[src/common/pfs_pkg.sv]
// Constants, tables and types for the paper-feed stepper sequencer
package pfs_pkg;
	localparam int unsigned CLK_HZ       = 200_000_000;
	localparam int unsigned TICK_US      = 1;
	localparam int unsigned TICK_CYC     = CLK_HZ / 1_000_000 * TICK_US;
	localparam int unsigned PWM_HZ       = 15_000;
	localparam int unsigned PWM_PERIOD   = CLK_HZ / PWM_HZ;
	localparam int unsigned PWM_HIGH     = PWM_PERIOD / 2;
	localparam int unsigned DEBOUNCE_US  = 2000;
	localparam int unsigned SENSOR_US    = 50;
	localparam int unsigned ACCEL_STEPS  = 10;
	localparam int unsigned LOAD_DIV     = 4;
	localparam logic [2:0]  BLANK_LINES  = 3'h4;

	typedef logic [15:0] pfs_us_t;
	typedef logic [3:0]  pfs_phase_t;

	// Pattern bits are {ph1, ph2, ph3, ph4}, forward order
	localparam pfs_phase_t PHASE_TBL [4] = '{4'h9, 4'hA, 4'h6, 4'h5};

	localparam pfs_us_t ACCEL_US [ACCEL_STEPS] = '{
		16'(3952), 16'(2793), 16'(2283), 16'(1976), 16'(1768),
		16'(1613), 16'(1495), 16'(1395), 16'(1317), 16'(1250)};

	// Supply bands: below 4.5 V, 4.5-5.5 V, 5.5-6.5 V, above 6.5 V
	localparam int unsigned REG_PPS [4] = '{200, 300, 560, 800};
	localparam int unsigned BAND_V10 [4] = '{42, 45, 55, 65};
	localparam pfs_us_t REG_US [4] = '{
		16'(1_000_000 / REG_PPS[0]), 16'(1_000_000 / REG_PPS[1]),
		16'(1_000_000 / REG_PPS[2]), 16'(1_000_000 / REG_PPS[3])};
	localparam pfs_us_t LOAD_US [4] = '{
		16'(LOAD_DIV * REG_US[0]), 16'(LOAD_DIV * REG_US[1]),
		16'(LOAD_DIV * REG_US[2]), 16'(LOAD_DIV * REG_US[3])};
	// 72 / V^2 ms in microseconds, V in tenths of a volt
	localparam int unsigned PWM_DLY_NUM = 72 * 1000 * 100;
	localparam pfs_us_t PWM_START_US [4] = '{
		16'(PWM_DLY_NUM / (BAND_V10[0] * BAND_V10[0])),
		16'(PWM_DLY_NUM / (BAND_V10[1] * BAND_V10[1])),
		16'(PWM_DLY_NUM / (BAND_V10[2] * BAND_V10[2])),
		16'(PWM_DLY_NUM / (BAND_V10[3] * BAND_V10[3]))};

	typedef enum logic [3:0] {
		ST_IDLE = 4'h1,
		ST_WAKE = 4'h2,
		ST_RUN  = 4'h4,
		ST_STOP = 4'h8
	} pfs_state_e;
endpackage

[src/common/pfs_chop_if.sv]
// Link between the sequencer and its current-limiting chopper
interface pfs_chop_if;
	logic enable;
	logic drive;
	modport ctrl (output enable, input drive);
	modport gen  (input enable, output drive);
endinterface

[src/design/pfs_pwm.sv]
// Fixed-duty chopper that gates the phase drive on long steps
module pfs_pwm #(
	parameter int unsigned PERIOD = pfs_pkg::PWM_PERIOD,
	parameter int unsigned HIGH   = pfs_pkg::PWM_HIGH
) (
	input  wire logic clk_i,
	input  wire logic rst_i,
	pfs_chop_if.gen   chop
);
	import pfs_pkg::*;

	logic [15:0] cnt_ff;
	logic        drive_ff;
	logic [15:0] nxt_cnt;
	logic        nxt_drive;

	always_comb begin
		nxt_cnt   = 16'h0000;
		nxt_drive = 1'b1;
		if (chop.enable) begin
			if (cnt_ff < 16'(PERIOD - 1)) begin
				nxt_cnt = cnt_ff + 16'h0001;
			end
			nxt_drive = (nxt_cnt < 16'(HIGH));
		end
	end

	always_ff @(posedge clk_i) begin
		if (rst_i) begin
			cnt_ff   <= 16'h0000;
			drive_ff <= 1'b1;
		end else begin
			cnt_ff   <= nxt_cnt;
			drive_ff <= nxt_drive;
		end
	end

	assign chop.drive = drive_ff;
endmodule

[src/design/pfs_seq_top.sv]
// Paper-feed stepper sequencer and head strobe interlock
module pfs_seq_top #(
	parameter int unsigned TICK_CYC       = pfs_pkg::TICK_CYC,
	parameter int unsigned PWM_PERIOD_CYC = pfs_pkg::PWM_PERIOD
) (
	input  wire logic               clk_i,
	input  wire logic               rst_i,
	input  wire logic               step_req_i,
	input  wire logic               step_rev_i,
	output logic                    step_rdy_o,
	input  wire logic               load_mode_i,
	input  wire logic               head_busy_i,
	input  wire logic [1:0]         supply_band_i,
	input  wire logic               head_sw_closed_i,
	input  wire logic               paper_present_i,
	input  wire logic [5:0]         head_strobe_req_i,
	output logic      [5:0]         head_strobe_o,
	output pfs_pkg::pfs_phase_t     phase_o,
	output logic                    blank_line_o,
	output logic                    motor_busy_o,
	output logic                    ramp_active_o,
	output logic                    pwm_active_o
);
	import pfs_pkg::*;

	logic [15:0]  tick_cnt_ff;
	logic [15:0]  nxt_tick_cnt;
	logic         tick;
	logic         head_down;
	logic [2:0]   sens;
	logic         paper_ok;
	logic [1:0]   band;

	pfs_state_e   state_ff;
	pfs_state_e   nxt_state;
	logic [1:0]   pidx_ff;
	logic [1:0]   nxt_pidx;
	pfs_us_t      step_us_ff;
	pfs_us_t      nxt_step_us;
	logic [3:0]   ramp_idx_ff;
	logic [3:0]   nxt_ramp_idx;
	logic         ramp_on_ff;
	logic         nxt_ramp_on;
	logic         held_ff;
	logic         nxt_held;
	logic [2:0]   blank_ff;
	logic [2:0]   nxt_blank;
	logic         blank_step_ff;
	logic         nxt_blank_step;
	logic         pend_ff;
	logic         nxt_pend;
	logic         rev_ff;
	logic         nxt_rev;
	pfs_phase_t   phase_ff;
	pfs_phase_t   nxt_phase;
	logic [5:0]   strobe_ff;
	logic [5:0]   nxt_strobe;

	pfs_us_t      base_us;
	pfs_us_t      step_time;
	logic         step_done;
	logic         take;
	logic         advance;
	logic         adv_rev;
	logic [3:0]   adv_idx;
	logic         adv_on;

	pfs_chop_if chop ();

	// Microsecond tick; simulation may shorten it through TICK_CYC
	always_comb begin
		nxt_tick_cnt = tick_cnt_ff + 16'h0001;
		if (tick_cnt_ff >= 16'(TICK_CYC - 1)) begin
			nxt_tick_cnt = 16'h0000;
		end
	end
	assign tick = (tick_cnt_ff == 16'h0000);

	always_ff @(posedge clk_i) begin
		if (rst_i) begin
			tick_cnt_ff <= 16'h0000;
		end else begin
			tick_cnt_ff <= nxt_tick_cnt;
		end
	end

	// Contact chatter would otherwise open the strobe gate briefly
	pfs_sync_filter #(
		.W      (1),
		.STABLE (DEBOUNCE_US / TICK_US)
	) u_head_filt (
		.clk_i  (clk_i),
		.rst_i  (rst_i),
		.tick_i (tick),
		.din_i  (head_sw_closed_i),
		.dout_o (head_down)
	);

	pfs_sync_filter #(
		.W      (3),
		.STABLE (SENSOR_US / TICK_US)
	) u_sens_filt (
		.clk_i  (clk_i),
		.rst_i  (rst_i),
		.tick_i (tick),
		.din_i  ({paper_present_i, supply_band_i}),
		.dout_o (sens)
	);
	assign paper_ok = sens[2];
	assign band     = sens[1:0];

	pfs_pwm #(
		.PERIOD (PWM_PERIOD_CYC),
		.HIGH   (PWM_PERIOD_CYC / 2)
	) u_pwm (
		.clk_i (clk_i),
		.rst_i (rst_i),
		.chop  (chop.gen)
	);

	// Step timing for the present supply band
	always_comb begin
		base_us = load_mode_i ? LOAD_US[band] : REG_US[band];
		step_time = base_us;
		if (ramp_on_ff) begin
			step_time = ACCEL_US[ramp_idx_ff - 4'h1];
		end
	end
	assign step_done = (step_us_ff >= step_time);

	assign step_rdy_o = !pend_ff;
	assign take       = step_req_i && !pend_ff;

	// Next ramp entry for a step that starts now
	always_comb begin
		adv_idx = held_ff ? 4'h1 : ramp_idx_ff + 4'h1;
		adv_on  = (held_ff || ramp_on_ff) && !load_mode_i;
		if (adv_idx > 4'(ACCEL_STEPS)) begin
			adv_on = 1'b0;
		end else if (ACCEL_US[adv_idx - 4'h1] <= base_us) begin
			adv_on = 1'b0;
		end
	end

	// Blank lines after wake-up always feed forward
	assign adv_rev = (blank_ff != 3'h0) ? 1'b0 : rev_ff;

	always_comb begin
		nxt_state    = state_ff;
		nxt_pidx     = pidx_ff;
		nxt_step_us  = step_us_ff;
		nxt_ramp_idx = ramp_idx_ff;
		nxt_ramp_on  = ramp_on_ff;
		nxt_held     = held_ff;
		nxt_blank    = blank_ff;
		nxt_blank_step = blank_step_ff;
		nxt_pend     = pend_ff;
		nxt_rev      = rev_ff;
		advance      = 1'b0;
		if (take) begin
			nxt_pend = 1'b1;
			nxt_rev  = step_rev_i;
		end
		// Age keeps counting on a held step so chopping still starts
		if (tick && step_us_ff != 16'hFFFF) begin
			nxt_step_us = step_us_ff + 16'h0001;
		end
		case (state_ff)
			ST_IDLE: begin
				if (pend_ff) begin
					nxt_state   = ST_WAKE;
					nxt_step_us = 16'h0000;
					nxt_blank   = BLANK_LINES;
					nxt_held    = 1'b1;
					nxt_ramp_on = 1'b0;
				end
			end
			ST_WAKE: begin
				if (step_done) begin
					advance = 1'b1;
				end
			end
			ST_RUN: begin
				if (step_done) begin
					if (head_busy_i) begin
						nxt_held = 1'b1;
					end else if (pend_ff || blank_ff != 3'h0) begin
						advance = 1'b1;
					end else begin
						nxt_state   = ST_STOP;
						nxt_step_us = 16'h0000;
						nxt_ramp_on = 1'b0;
						nxt_blank_step = 1'b0;
					end
				end
			end
			ST_STOP: begin
				if (pend_ff) begin
					advance  = 1'b1;
					nxt_held = 1'b0;
				end else if (step_done) begin
					nxt_state = ST_IDLE;
				end
			end
			default: begin
				nxt_state = ST_IDLE;
			end
		endcase
		if (advance) begin
			nxt_state   = ST_RUN;
			nxt_step_us = 16'h0000;
			nxt_held    = 1'b0;
			nxt_ramp_on = adv_on && (state_ff != ST_STOP);
			nxt_ramp_idx = adv_on ? adv_idx : 4'h0;
			// The step now starting is blank while lines remain to feed
			nxt_blank_step = (blank_ff != 3'h0);
			if (adv_rev) begin
				nxt_pidx = pidx_ff - 2'h1;
			end else begin
				nxt_pidx = pidx_ff + 2'h1;
			end
			if (blank_ff != 3'h0) begin
				nxt_blank = blank_ff - 3'h1;
			end else begin
				nxt_pend = take;
			end
		end
	end

	// Chop once the step has outlasted the start delay for this band
	assign chop.enable = (state_ff != ST_IDLE) &&
		(step_us_ff >= PWM_START_US[band]);

	always_comb begin
		nxt_phase = 4'h0;
		if (nxt_state != ST_IDLE && chop.drive) begin
			nxt_phase = PHASE_TBL[nxt_pidx];
		end
		nxt_strobe = 6'h00;
		if (head_down && paper_ok) begin
			nxt_strobe = head_strobe_req_i;
		end
	end

	always_ff @(posedge clk_i) begin
		if (rst_i) begin
			state_ff    <= ST_IDLE;
			pidx_ff     <= 2'h0;
			step_us_ff  <= 16'h0000;
			ramp_idx_ff <= 4'h0;
			ramp_on_ff  <= 1'b0;
			held_ff     <= 1'b0;
			blank_ff    <= 3'h0;
			blank_step_ff <= 1'b0;
			pend_ff     <= 1'b0;
			rev_ff      <= 1'b0;
			phase_ff    <= 4'h0;
			strobe_ff   <= 6'h00;
		end else begin
			state_ff    <= nxt_state;
			pidx_ff     <= nxt_pidx;
			step_us_ff  <= nxt_step_us;
			ramp_idx_ff <= nxt_ramp_idx;
			ramp_on_ff  <= nxt_ramp_on;
			held_ff     <= nxt_held;
			blank_ff    <= nxt_blank;
			blank_step_ff <= nxt_blank_step;
			pend_ff     <= nxt_pend;
			rev_ff      <= nxt_rev;
			phase_ff    <= nxt_phase;
			strobe_ff   <= nxt_strobe;
		end
	end

	assign phase_o       = phase_ff;
	assign head_strobe_o = strobe_ff;
	assign blank_line_o  = (state_ff == ST_WAKE) || blank_step_ff;
	assign motor_busy_o  = (state_ff != ST_IDLE);
	assign ramp_active_o = ramp_on_ff;
	assign pwm_active_o  = chop.enable;
endmodule

[src/design/pfs_sync_filter.sv]
// Two-flop synchroniser with a stability filter counted in ticks
module pfs_sync_filter #(
	parameter int unsigned W      = 1,
	parameter int unsigned STABLE = 1
) (
	input  wire logic         clk_i,
	input  wire logic         rst_i,
	input  wire logic         tick_i,
	input  wire logic [W-1:0] din_i,
	output logic      [W-1:0] dout_o
);
	import pfs_pkg::*;

	logic [W-1:0] s1_ff;
	logic [W-1:0] s2_ff;
	logic [W-1:0] out_ff;
	logic [15:0]  cnt_ff;
	logic [W-1:0] nxt_out;
	logic [15:0]  nxt_cnt;

	always_comb begin
		nxt_out = out_ff;
		nxt_cnt = cnt_ff;
		if (s2_ff == out_ff) begin
			nxt_cnt = 16'h0000;
		end else if (tick_i) begin
			if (cnt_ff >= 16'(STABLE - 1)) begin
				nxt_out = s2_ff;
				nxt_cnt = 16'h0000;
			end else begin
				nxt_cnt = cnt_ff + 16'h0001;
			end
		end
	end

	always_ff @(posedge clk_i) begin
		if (rst_i) begin
			s1_ff  <= '0;
			s2_ff  <= '0;
			out_ff <= '0;
			cnt_ff <= 16'h0000;
		end else begin
			s1_ff  <= din_i;
			s2_ff  <= s1_ff;
			out_ff <= nxt_out;
			cnt_ff <= nxt_cnt;
		end
	end

	assign dout_o = out_ff;
endmodule

[config.mk]
export PLATFORM = sky130hd
export DESIGN_NAME = pfs_seq_top
export DESIGN_NICKNAME = d
export VERILOG_FILES = /design/src/common/pfs_pkg.sv /design/src/common/pfs_chop_if.sv /design/src/design/pfs_pwm.sv /design/src/design/pfs_seq_top.sv /design/src/design/pfs_sync_filter.sv
export SDC_FILE = /design/constraint.sdc
export NUM_CORES = 1
export LEC_CHECK = 0
export BUFFER_PORTS_ARGS = -buffer_cell sky130_fd_sc_hd__buf_2
export CAP_MARGIN = 0
export CORE_UTILIZATION = 50
export CTS_CLUSTER_DIAMETER = 80
export DETAILED_ROUTE_END_ITERATION = 16
export MAX_ROUTING_LAYER = met4
export PLACE_DENSITY = 0.67
export SYNTH_ARGS = -nofsm -noshare
export SYNTH_HDL_FRONTEND = slang
export SYNTH_SLANG_ARGS = --single-unit
[constraint.sdc]
create_clock -name clk_i -period 6.1 [get_ports clk_i]
set_input_delay 1.22 -clock clk_i [delete_from_list [all_inputs] [get_ports clk_i]]
set_output_delay 1.22 -clock clk_i [all_outputs]
set_load 0.02 [all_outputs]
==> results of run 1 <==
worst paths after layout:
path / startpoint / end / cells after the start / slack [ns]
max: ramp_idx_ff[0] / phase_o[2] / 13 / 1.71
min: u_sens_filt.s1_ff[0] / u_sens_filt.s2_ff[0] / 1 / 0.44
max reg2reg: ramp_idx_ff[0] / phase_o[2] / 13 / 1.71
min reg2reg: u_sens_filt.s1_ff[0] / u_sens_filt.s2_ff[0] / 1 / 0.44
critical path: stages, from the launching register on:
cell and delay [ns]:
sky130_fd_sc_hd__dfxtp_1 0.55, sky130_fd_sc_hd__inv_1 0.14, sky130_fd_sc_hd__ha_1 0.23, sky130_fd_sc_hd__xnor2_1 0.61
sky130_fd_sc_hd__mux2i_1 0.26, sky130_fd_sc_hd__nand2_1 0.07, sky130_fd_sc_hd__a31oi_1 0.19, sky130_fd_sc_hd__ha_1 0.25
sky130_fd_sc_hd__nand2b_1 0.14, sky130_fd_sc_hd__a2111oi_0 0.55, sky130_fd_sc_hd__nor4_1 0.16, sky130_fd_sc_hd__nor3_1 0.63
sky130_fd_sc_hd__a221oi_1 0.29, sky130_fd_sc_hd__nor3b_1 0.25
registers in the layout (all words and copies together) (netlist names), 2 cells and up:
signal              flops
blank_ff                3
head_strobe_o           6
phase_o                 4
pidx_ff                 2
ramp_idx_ff             4
state_ff                4
step_us_ff             16
tick_cnt_ff            16
u_head_filt.cnt_ff     16
u_pwm.cnt_ff           16
u_sens_filt.cnt_ff     16
u_sens_filt.dout_o      3
u_sens_filt.s1_ff       3
u_sens_filt.s2_ff       3
kinds of logic (layout without fill, tap and decap cells):
logic type	count (synthesis)	in the layout	share of synthesized area [%]
adders and majority gates	66	66	12.2
buffers and inverters	61	96	3.53
and+or+nand+nor	342	342	25.4
DFF	121	121	35.8
AOI/OAI and AO/OA	140	140	14.0
xor gates and xnor gates	58	58	7.51
other	1	10	0.0555
muxes	10	10	1.52
cell type report:
cell class                      count  area [um^2]  area share [%]
Multi-Input combinational cell    626         4140            53.8
Sequential cell                   121         2420            31.5
Clock buffer                       18          439            5.72
Tap cell                          176          220            2.87
Clock inverter                     12          176            2.30
Timing Repair Buffer               31          158            2.05
Inverter                           35          131            1.71
routing by layer:
metal	share of wire [%]	GRT usage, %
met4	2.6	10.2
met2	47	36.7
met1	46	28.2
met3	4.3	5.02
met5	0	-
power by group through the flow:
stage	combinational [W]	clock [W]	sequential (W)
3_3_place_gp	0.0000616	0	0.000826
5_1_grt	0.0000706	0.00109	0.000811
4_1_cts	0.0000635	0.00105	0.000810
6_report	0.0000634	0.00104	0.000810
2_1_floorplan	0.0000459	0	0.000824
3_5_place_dp	0.0000630	0	0.000826
cell usage in the layout, fill, tap and decap left out, types with 8 or more instances in the layout:
master,n
sky130_fd_sc_hd__xor2_1,31
sky130_fd_sc_hd__ha_1,66
sky130_fd_sc_hd__dfxtp_1,121
sky130_fd_sc_hd__inv_1,34
sky130_fd_sc_hd__xnor2_1,27
sky130_fd_sc_hd__and3_1,16
sky130_fd_sc_hd__nand2b_1,11
sky130_fd_sc_hd__nand2_1,64
sky130_fd_sc_hd__a21oi_1,36
sky130_fd_sc_hd__nand4_1,21
sky130_fd_sc_hd__and2_1,13
sky130_fd_sc_hd__a31oi_1,15
sky130_fd_sc_hd__nor4_1,11
sky130_fd_sc_hd__nor2b_1,13
sky130_fd_sc_hd__o21ai_0,25
sky130_fd_sc_hd__mux2i_1,8
sky130_fd_sc_hd__clkbuf_16,17
sky130_fd_sc_hd__nand3_1,28
sky130_fd_sc_hd__buf_2,30
sky130_fd_sc_hd__nor2_1,101
sky130_fd_sc_hd__conb_1,10
sky130_fd_sc_hd__nor3_1,32
stage by stage:
| step | utilization [%] | std cells | hold WS, ns |
|---|---|---|---|
| 6_report | 58.0 | 1019 | 0.441 |
| 5_1_grt | 58.0 | 1019 | 0.450 |
| 4_1_cts | 58.0 | 1019 | 0.446 |
| 3_5_place_dp | 53.4 | 989 | 0.431 |
| 3_3_place_gp | 53.4 | 989 | 0.433 |
| 2_1_floorplan | - | 808 | 0.414 |
==> impl_metrics.json, run 1 <==
{
  "run_status": "finished, final reports clean",
  "cell_internal_pwr_w": 0.00151,
  "timing.final.hold_violations": 0,
  "setup_slack_ns": 1.71,
  "routed-via-count": 5784,
  "power_switching_w": 0.000400,
  "setup_viol_count_final": 0,
  "place.detailed.hpwl_um": 10800,
  "cts_tree": "done",
  "floorplan.die.height_um": 118,
  "finalClockSkew_ns": 0.00826,
  "hp-class": "reg -> reg",
  "core_footprint_um2": 13200,
  "drtPass1Iterations": 5,
  "fill_cells": 1164,
  "ys_top_cells_by_area": "sky130_fd_sc_hd__dfxtp_1 (36%), sky130_fd_sc_hd__ha_1 (12%), sky130_fd_sc_hd__nor2_1 (5.6%)",
  "synthTopCellsByCount": "sky130_fd_sc_hd__dfxtp_1 (121), sky130_fd_sc_hd__nor2_1 (101), sky130_fd_sc_hd__ha_1 (66), sky130_fd_sc_hd__nand2_1 (64), sky130_fd_sc_hd__a21oi_1 (36)",
  "cts.path.max_buffers": 2,
  "number_of_enable_type_register_cells_in_the_synthesized_netlist": 0,
  "dpl_worst_slack_ns": 1.68,
  "cts_max_level": 4,
  "clk-insertion-delay-late_ns": 0.42,
  "route.detailed.drc": 0,
  "gr-total-overflow": 0,
  "critPathKind": "reg -> reg",
  "ant_diodes": 0,
  "postSynth.topFlopCell": "sky130_fd_sc_hd__dfxtp_1",
  "grt_max_degree": 39,
  "routed_wl_um": 14900,
  "number_of_maximum_capacitance_constraint_violations": 0,
  "total_leakage_power_nw": 3.02,
  "cts_hold_repair.buffers": 0,
  "power.share.switching_pct": 20.9,
  "place.gp.congestion": 0.923,
  "antenna_left": 0,
  "share_clk_of_total_power_pct": 54.4,
  "tightestPinTransition_ns": 0.799,
  "rows": 42,
  "startpoint_type": "flip-flop",
  "cts-resized-gates": 0,
  "power.total_w": 0.00191,
  "wire_per_inst_um": 14.6,
  "clk_pin_slew_ns": 0.06,
  "power.combinational.fraction_pct": 3.3,
  "grt_pass1_wl_um": 25400,
  "first_global_vias": 5510,
  "layout-drive-gt1-share_pct": 9.13,
  "final_area_um2": 7680,
  "cts_num_sinks": 121,
  "report.final.slew_viol_count": 0,
  "timing.fmax_ghz": 0.228,
  "syn_to_final_growth_pct": 13.6,
  "total_die_area_um2": 14000,
  "crit_path_max_fanout": 12,
  "total_nets_final": 914,
  "post-synth-top-count-cell": "sky130_fd_sc_hd__dfxtp_1",
  "synth.cell_area_um2": 6760,
  "critPathRequiredTime_ns": 6.43,
  "synth_seq_cells": 121,
  "relSlewSlack_pct": 46.4,
  "seq_power_share_pct": 42.3,
  "cts_made_buffers": 17,
  "detail_route.iter0.violations": 280,
  "place.port_buffers": 30,
  "post-route-period-util_pct": 71.9,
  "gr-usage-all-layers_pct": 23.1,
  "netlist.area_leader.share_pct": 35.8,
  "number_of_antenna_violations_at_the_first_check_in_global_routing": 0,
  "synthDominantAreaCellType": "sky130_fd_sc_hd__dfxtp_1",
  "finalCriticalPeriod_ns": 4.39,
  "power_density_nw_per_um2": 249,
  "fraction_of_the_yosys_area_taken_by_sequential_cells_pct": 35.8,
  "timing.critical_path.arrival_ns": 4.72,
  "clock_tree.root_cell": "sky130_fd_sc_hd__clkbuf_16",
  "timing.setup.tns_ns": 0,
  "max_ir_drop_vdd_v": 0.000186,
  "synth_cell_types": 66,
  "synth.yosys.warnings": 0,
  "synthArstFlopShare_pct": 0,
  "dpl_cell_area_um2": 7070,
  "rsz0062_at_grt": "no",
  "fp.dieW_um": 118,
  "avgViaCountPerCell": 5.68,
  "post_synth_inst_count": 799,
  "floorplan.initialDensity_pct": 51.1,
  "postCtsSetupBuffers": 0,
  "syn-mean-instance-area_um2": 8.46,
  "timing.critical_path.to_type": "flip-flop",
  "top_level_ports": 31
}
No activity file was read; power rests on OpenSTA's default activity.
==> run 2, diff against run 1 <==
- PLACE_DENSITY: 0.67 -> 0.7
- clock period: 6.1 -> 3.52 ns (I/O delays scaled with it)
==> run 2 against run 1 <==
  * Combinational power rose by 99%
  * Wire length rose by 9.5%
  * Die area did not move
  * Power rose by 71%
  * Sequential power rose by 73%
  * Maximum frequency rose by 26%
  * Global-route usage rose by 0.76 points
  * Cell count rose by 4.7%
  * Sequential cell count did not move
  * Largest cell class unchanged
==> impl_metrics.json, run 2 (same netlist as run 1, synthesis figures left out) <==
{
  "run_status": "finished, final reports clean",
  "cell_internal_pwr_w": 0.00255,
  "relSlewSlack_pct": 56.3,
  "seq_power_share_pct": 42.8,
  "layout-drive-gt1-share_pct": 18.1,
  "hp-class": "reg -> reg",
  "avgViaCountPerCell": 5.72,
  "place.port_buffers": 30,
  "total_die_area_um2": 14000,
  "place.detailed.hpwl_um": 11700,
  "grt_pass1_wl_um": 26300,
  "final_cell_mix": "sky130_fd_sc_hd__dfxtp_1 (119), sky130_fd_sc_hd__nor2_1 (99), sky130_fd_sc_hd__nand2_1 (64), sky130_fd_sc_hd__ha_1 (62), sky130_fd_sc_hd__buf_4 (43)",
  "worstRegToRegCells": 14,
  "fin_util_pct": 62.4,
  "drtPass1Iterations": 5,
  "power.total_w": 0.00328,
  "gr-usage-all-layers_pct": 23.9,
  "global_route.peak_usage_layer": "met2",
  "cts_max_level": 4,
  "timing.final.hold_violations": 0,
  "antenna_left": 0,
  "critPathKind": "reg -> reg",
  "finalCriticalPeriod_ns": 3.48,
  "power_density_nw_per_um2": 396,
  "clk-insertion-delay-late_ns": 0.41,
  "power.share.switching_pct": 22.1,
  "timing.critical_path.to_type": "flip-flop",
  "grtUsageMet3_pct": 4.34,
  "syn_to_final_growth_pct": 22.3,
  "ant_diodes": 0,
  "post-route-period-util_pct": 98.7,
  "wire_per_inst_um": 15.3,
  "slowest_delay_ns": 0.55,
  "cts.path.max_buffers": 2,
  "crit_start": "ramp_idx_ff[0]",
  "cts_made_buffers": 17,
  "total_leakage_power_nw": 3.31,
  "worstReg2RegStart": "ramp_idx_ff[0]",
  "clock_tree.root_cell": "sky130_fd_sc_hd__clkbuf_16",
  "crit_path_top_delay_cell": "sky130_fd_sc_hd__or4_4",
  "fp.dieW_um": 118,
  "cts_tree": "done",
  "finalClockSkew_ns": 0.0100,
  "route.detailed.drc": 0,
  "layout.cells.most_common": "sky130_fd_sc_hd__dfxtp_1",
  "setup_viol_count_final": 0,
  "floorplan.die.height_um": 118,
  "tightestPinTransition_ns": 0.649,
  "critPathRequiredTime_ns": 3.79,
  "global_route.usage.met2_pct": 38.8,
  "gr-total-overflow": 0,
  "core_footprint_um2": 13200,
  "timing.reg2reg.setup_slack_ns": 0.04,
  "share_clk_of_total_power_pct": 53.3,
  "number_of_maximum_capacitance_constraint_violations": 0,
  "first_global_vias": 5661,
  "rows": 42,
  "crit_path_max_fanout": 8,
  "clk_pin_slew_ns": 0.06,
  "floorplan.initialDensity_pct": 51.1,
  "grt_util_met1_pct": 29.3,
  "total_nets_final": 961,
  "timing.fmax_ghz": 0.288,
  "power.combinational.fraction_pct": 3.9,
  "cts_num_sinks": 121,
  "power_switching_w": 0.000724,
  "timing.critical_path.arrival_ns": 3.75,
  "detail_route.iter0.violations": 398,
  "path_cells": "inv_2 -> ha_4 -> xnor2_1 -> buf_4 -> o21ai_0 -> o21a_1 -> ha_1 -> nand4_1 -> or2_1 -> or4_4 -> and3_4 -> o22ai_4 -> clkbuf_16 -> nor3_1",
  "startpoint_type": "flip-flop",
  "grt_max_degree": 22,
  "max_ir_drop_vdd_v": 0.000412,
  "place.gp.congestion": 0.919,
  "routed_wl_um": 16300,
  "reg2reg_to": "step_us_ff[10]",
  "number_of_antenna_violations_at_the_first_check_in_global_routing": 0,
  "routed-via-count": 6104,
  "report.final.slew_viol_count": 0,
  "timing.critical_path.to": "step_us_ff[10]",
  "top_level_ports": 31
}
## run 2: final cells by class
type / count / area, um^2
sequential: 121 / 2420
clock inverter: 13 / 169
fill: 1109 / 4970
tap: 176 / 220
timing repair buffer: 78 / 561
inverter: 35 / 133
multi-input combinational: 626 / 4330
clock buffer: 18 / 429
## run 2: per-stage QoR
step           cell area, um^2  instances  worst slack [ns]  setup TNS (ns)  hold slack (ns)
2_1_floorplan             6810        808           0.00592               0            0.414
3_3_place_gp              7390       1028            -0.103          -0.481            0.421
3_5_place_dp              7390       1028            -0.131          -0.610            0.423
4_1_cts                   8000       1060           0.00938               0            0.433
5_1_grt                   8270       1067           -0.0710          -0.923            0.464
6_report                  8270       1067            0.0446               0            0.429
## run 2: worst min-delay path by stage
stage / startpoint / to / depth (start not counted) / slack [ns]
2_1_floorplan: u_head_filt.s1_ff / u_head_filt.s2_ff / 1 / 0.41
3_3_place_gp: u_sens_filt.s1_ff[2] / u_sens_filt.s2_ff[2] / 1 / 0.42
3_5_place_dp: u_sens_filt.s1_ff[2] / u_sens_filt.s2_ff[2] / 1 / 0.42
4_1_cts: u_sens_filt.s1_ff[2] / u_sens_filt.s2_ff[2] / 1 / 0.43
5_1_grt: u_sens_filt.s1_ff[2] / u_sens_filt.s2_ff[2] / 1 / 0.46
6_report: u_sens_filt.s1_ff[2] / u_sens_filt.s2_ff[2] / 1 / 0.43
## run 2: per-layer routing
metal	vias up	wire [um]
met5	-	0
met4	0	335
met3	33	747
met2	152	7980
met1	2908	7230
li1	3011	-
## run 2: critical path: cells and delay by family, from the launching register on
kind / cells / cell delay, ns
fa+ha+maj: 2 / 0.56
compound gates: 3 / 0.53
buf+inv: 3 / 0.46
simple gates: 5 / 1.17
flops: 1 / 0.36
xor+xnor: 1 / 0.25
## run 2: what timing repair did
item | CTS | global route
gates cloned | 0 | 2
hold buffers | 0 | 0
buffers inserted | 1 | 5
pin swaps | 2 | 7
setup endpoints to repair | 8 | 35
resized for setup | 4 | 45
## run 2: power groups by stage
stage | Combinational (W) | Sequential, W | Clock [W]
2_1_floorplan | 0.0000799 | 0.00143 | 0
3_3_place_gp | 0.000116 | 0.00143 | 0
3_5_place_dp | 0.000119 | 0.00143 | 0
4_1_cts | 0.000121 | 0.00140 | 0.00178
5_1_grt | 0.000139 | 0.00140 | 0.00185
6_report | 0.000126 | 0.00140 | 0.00175
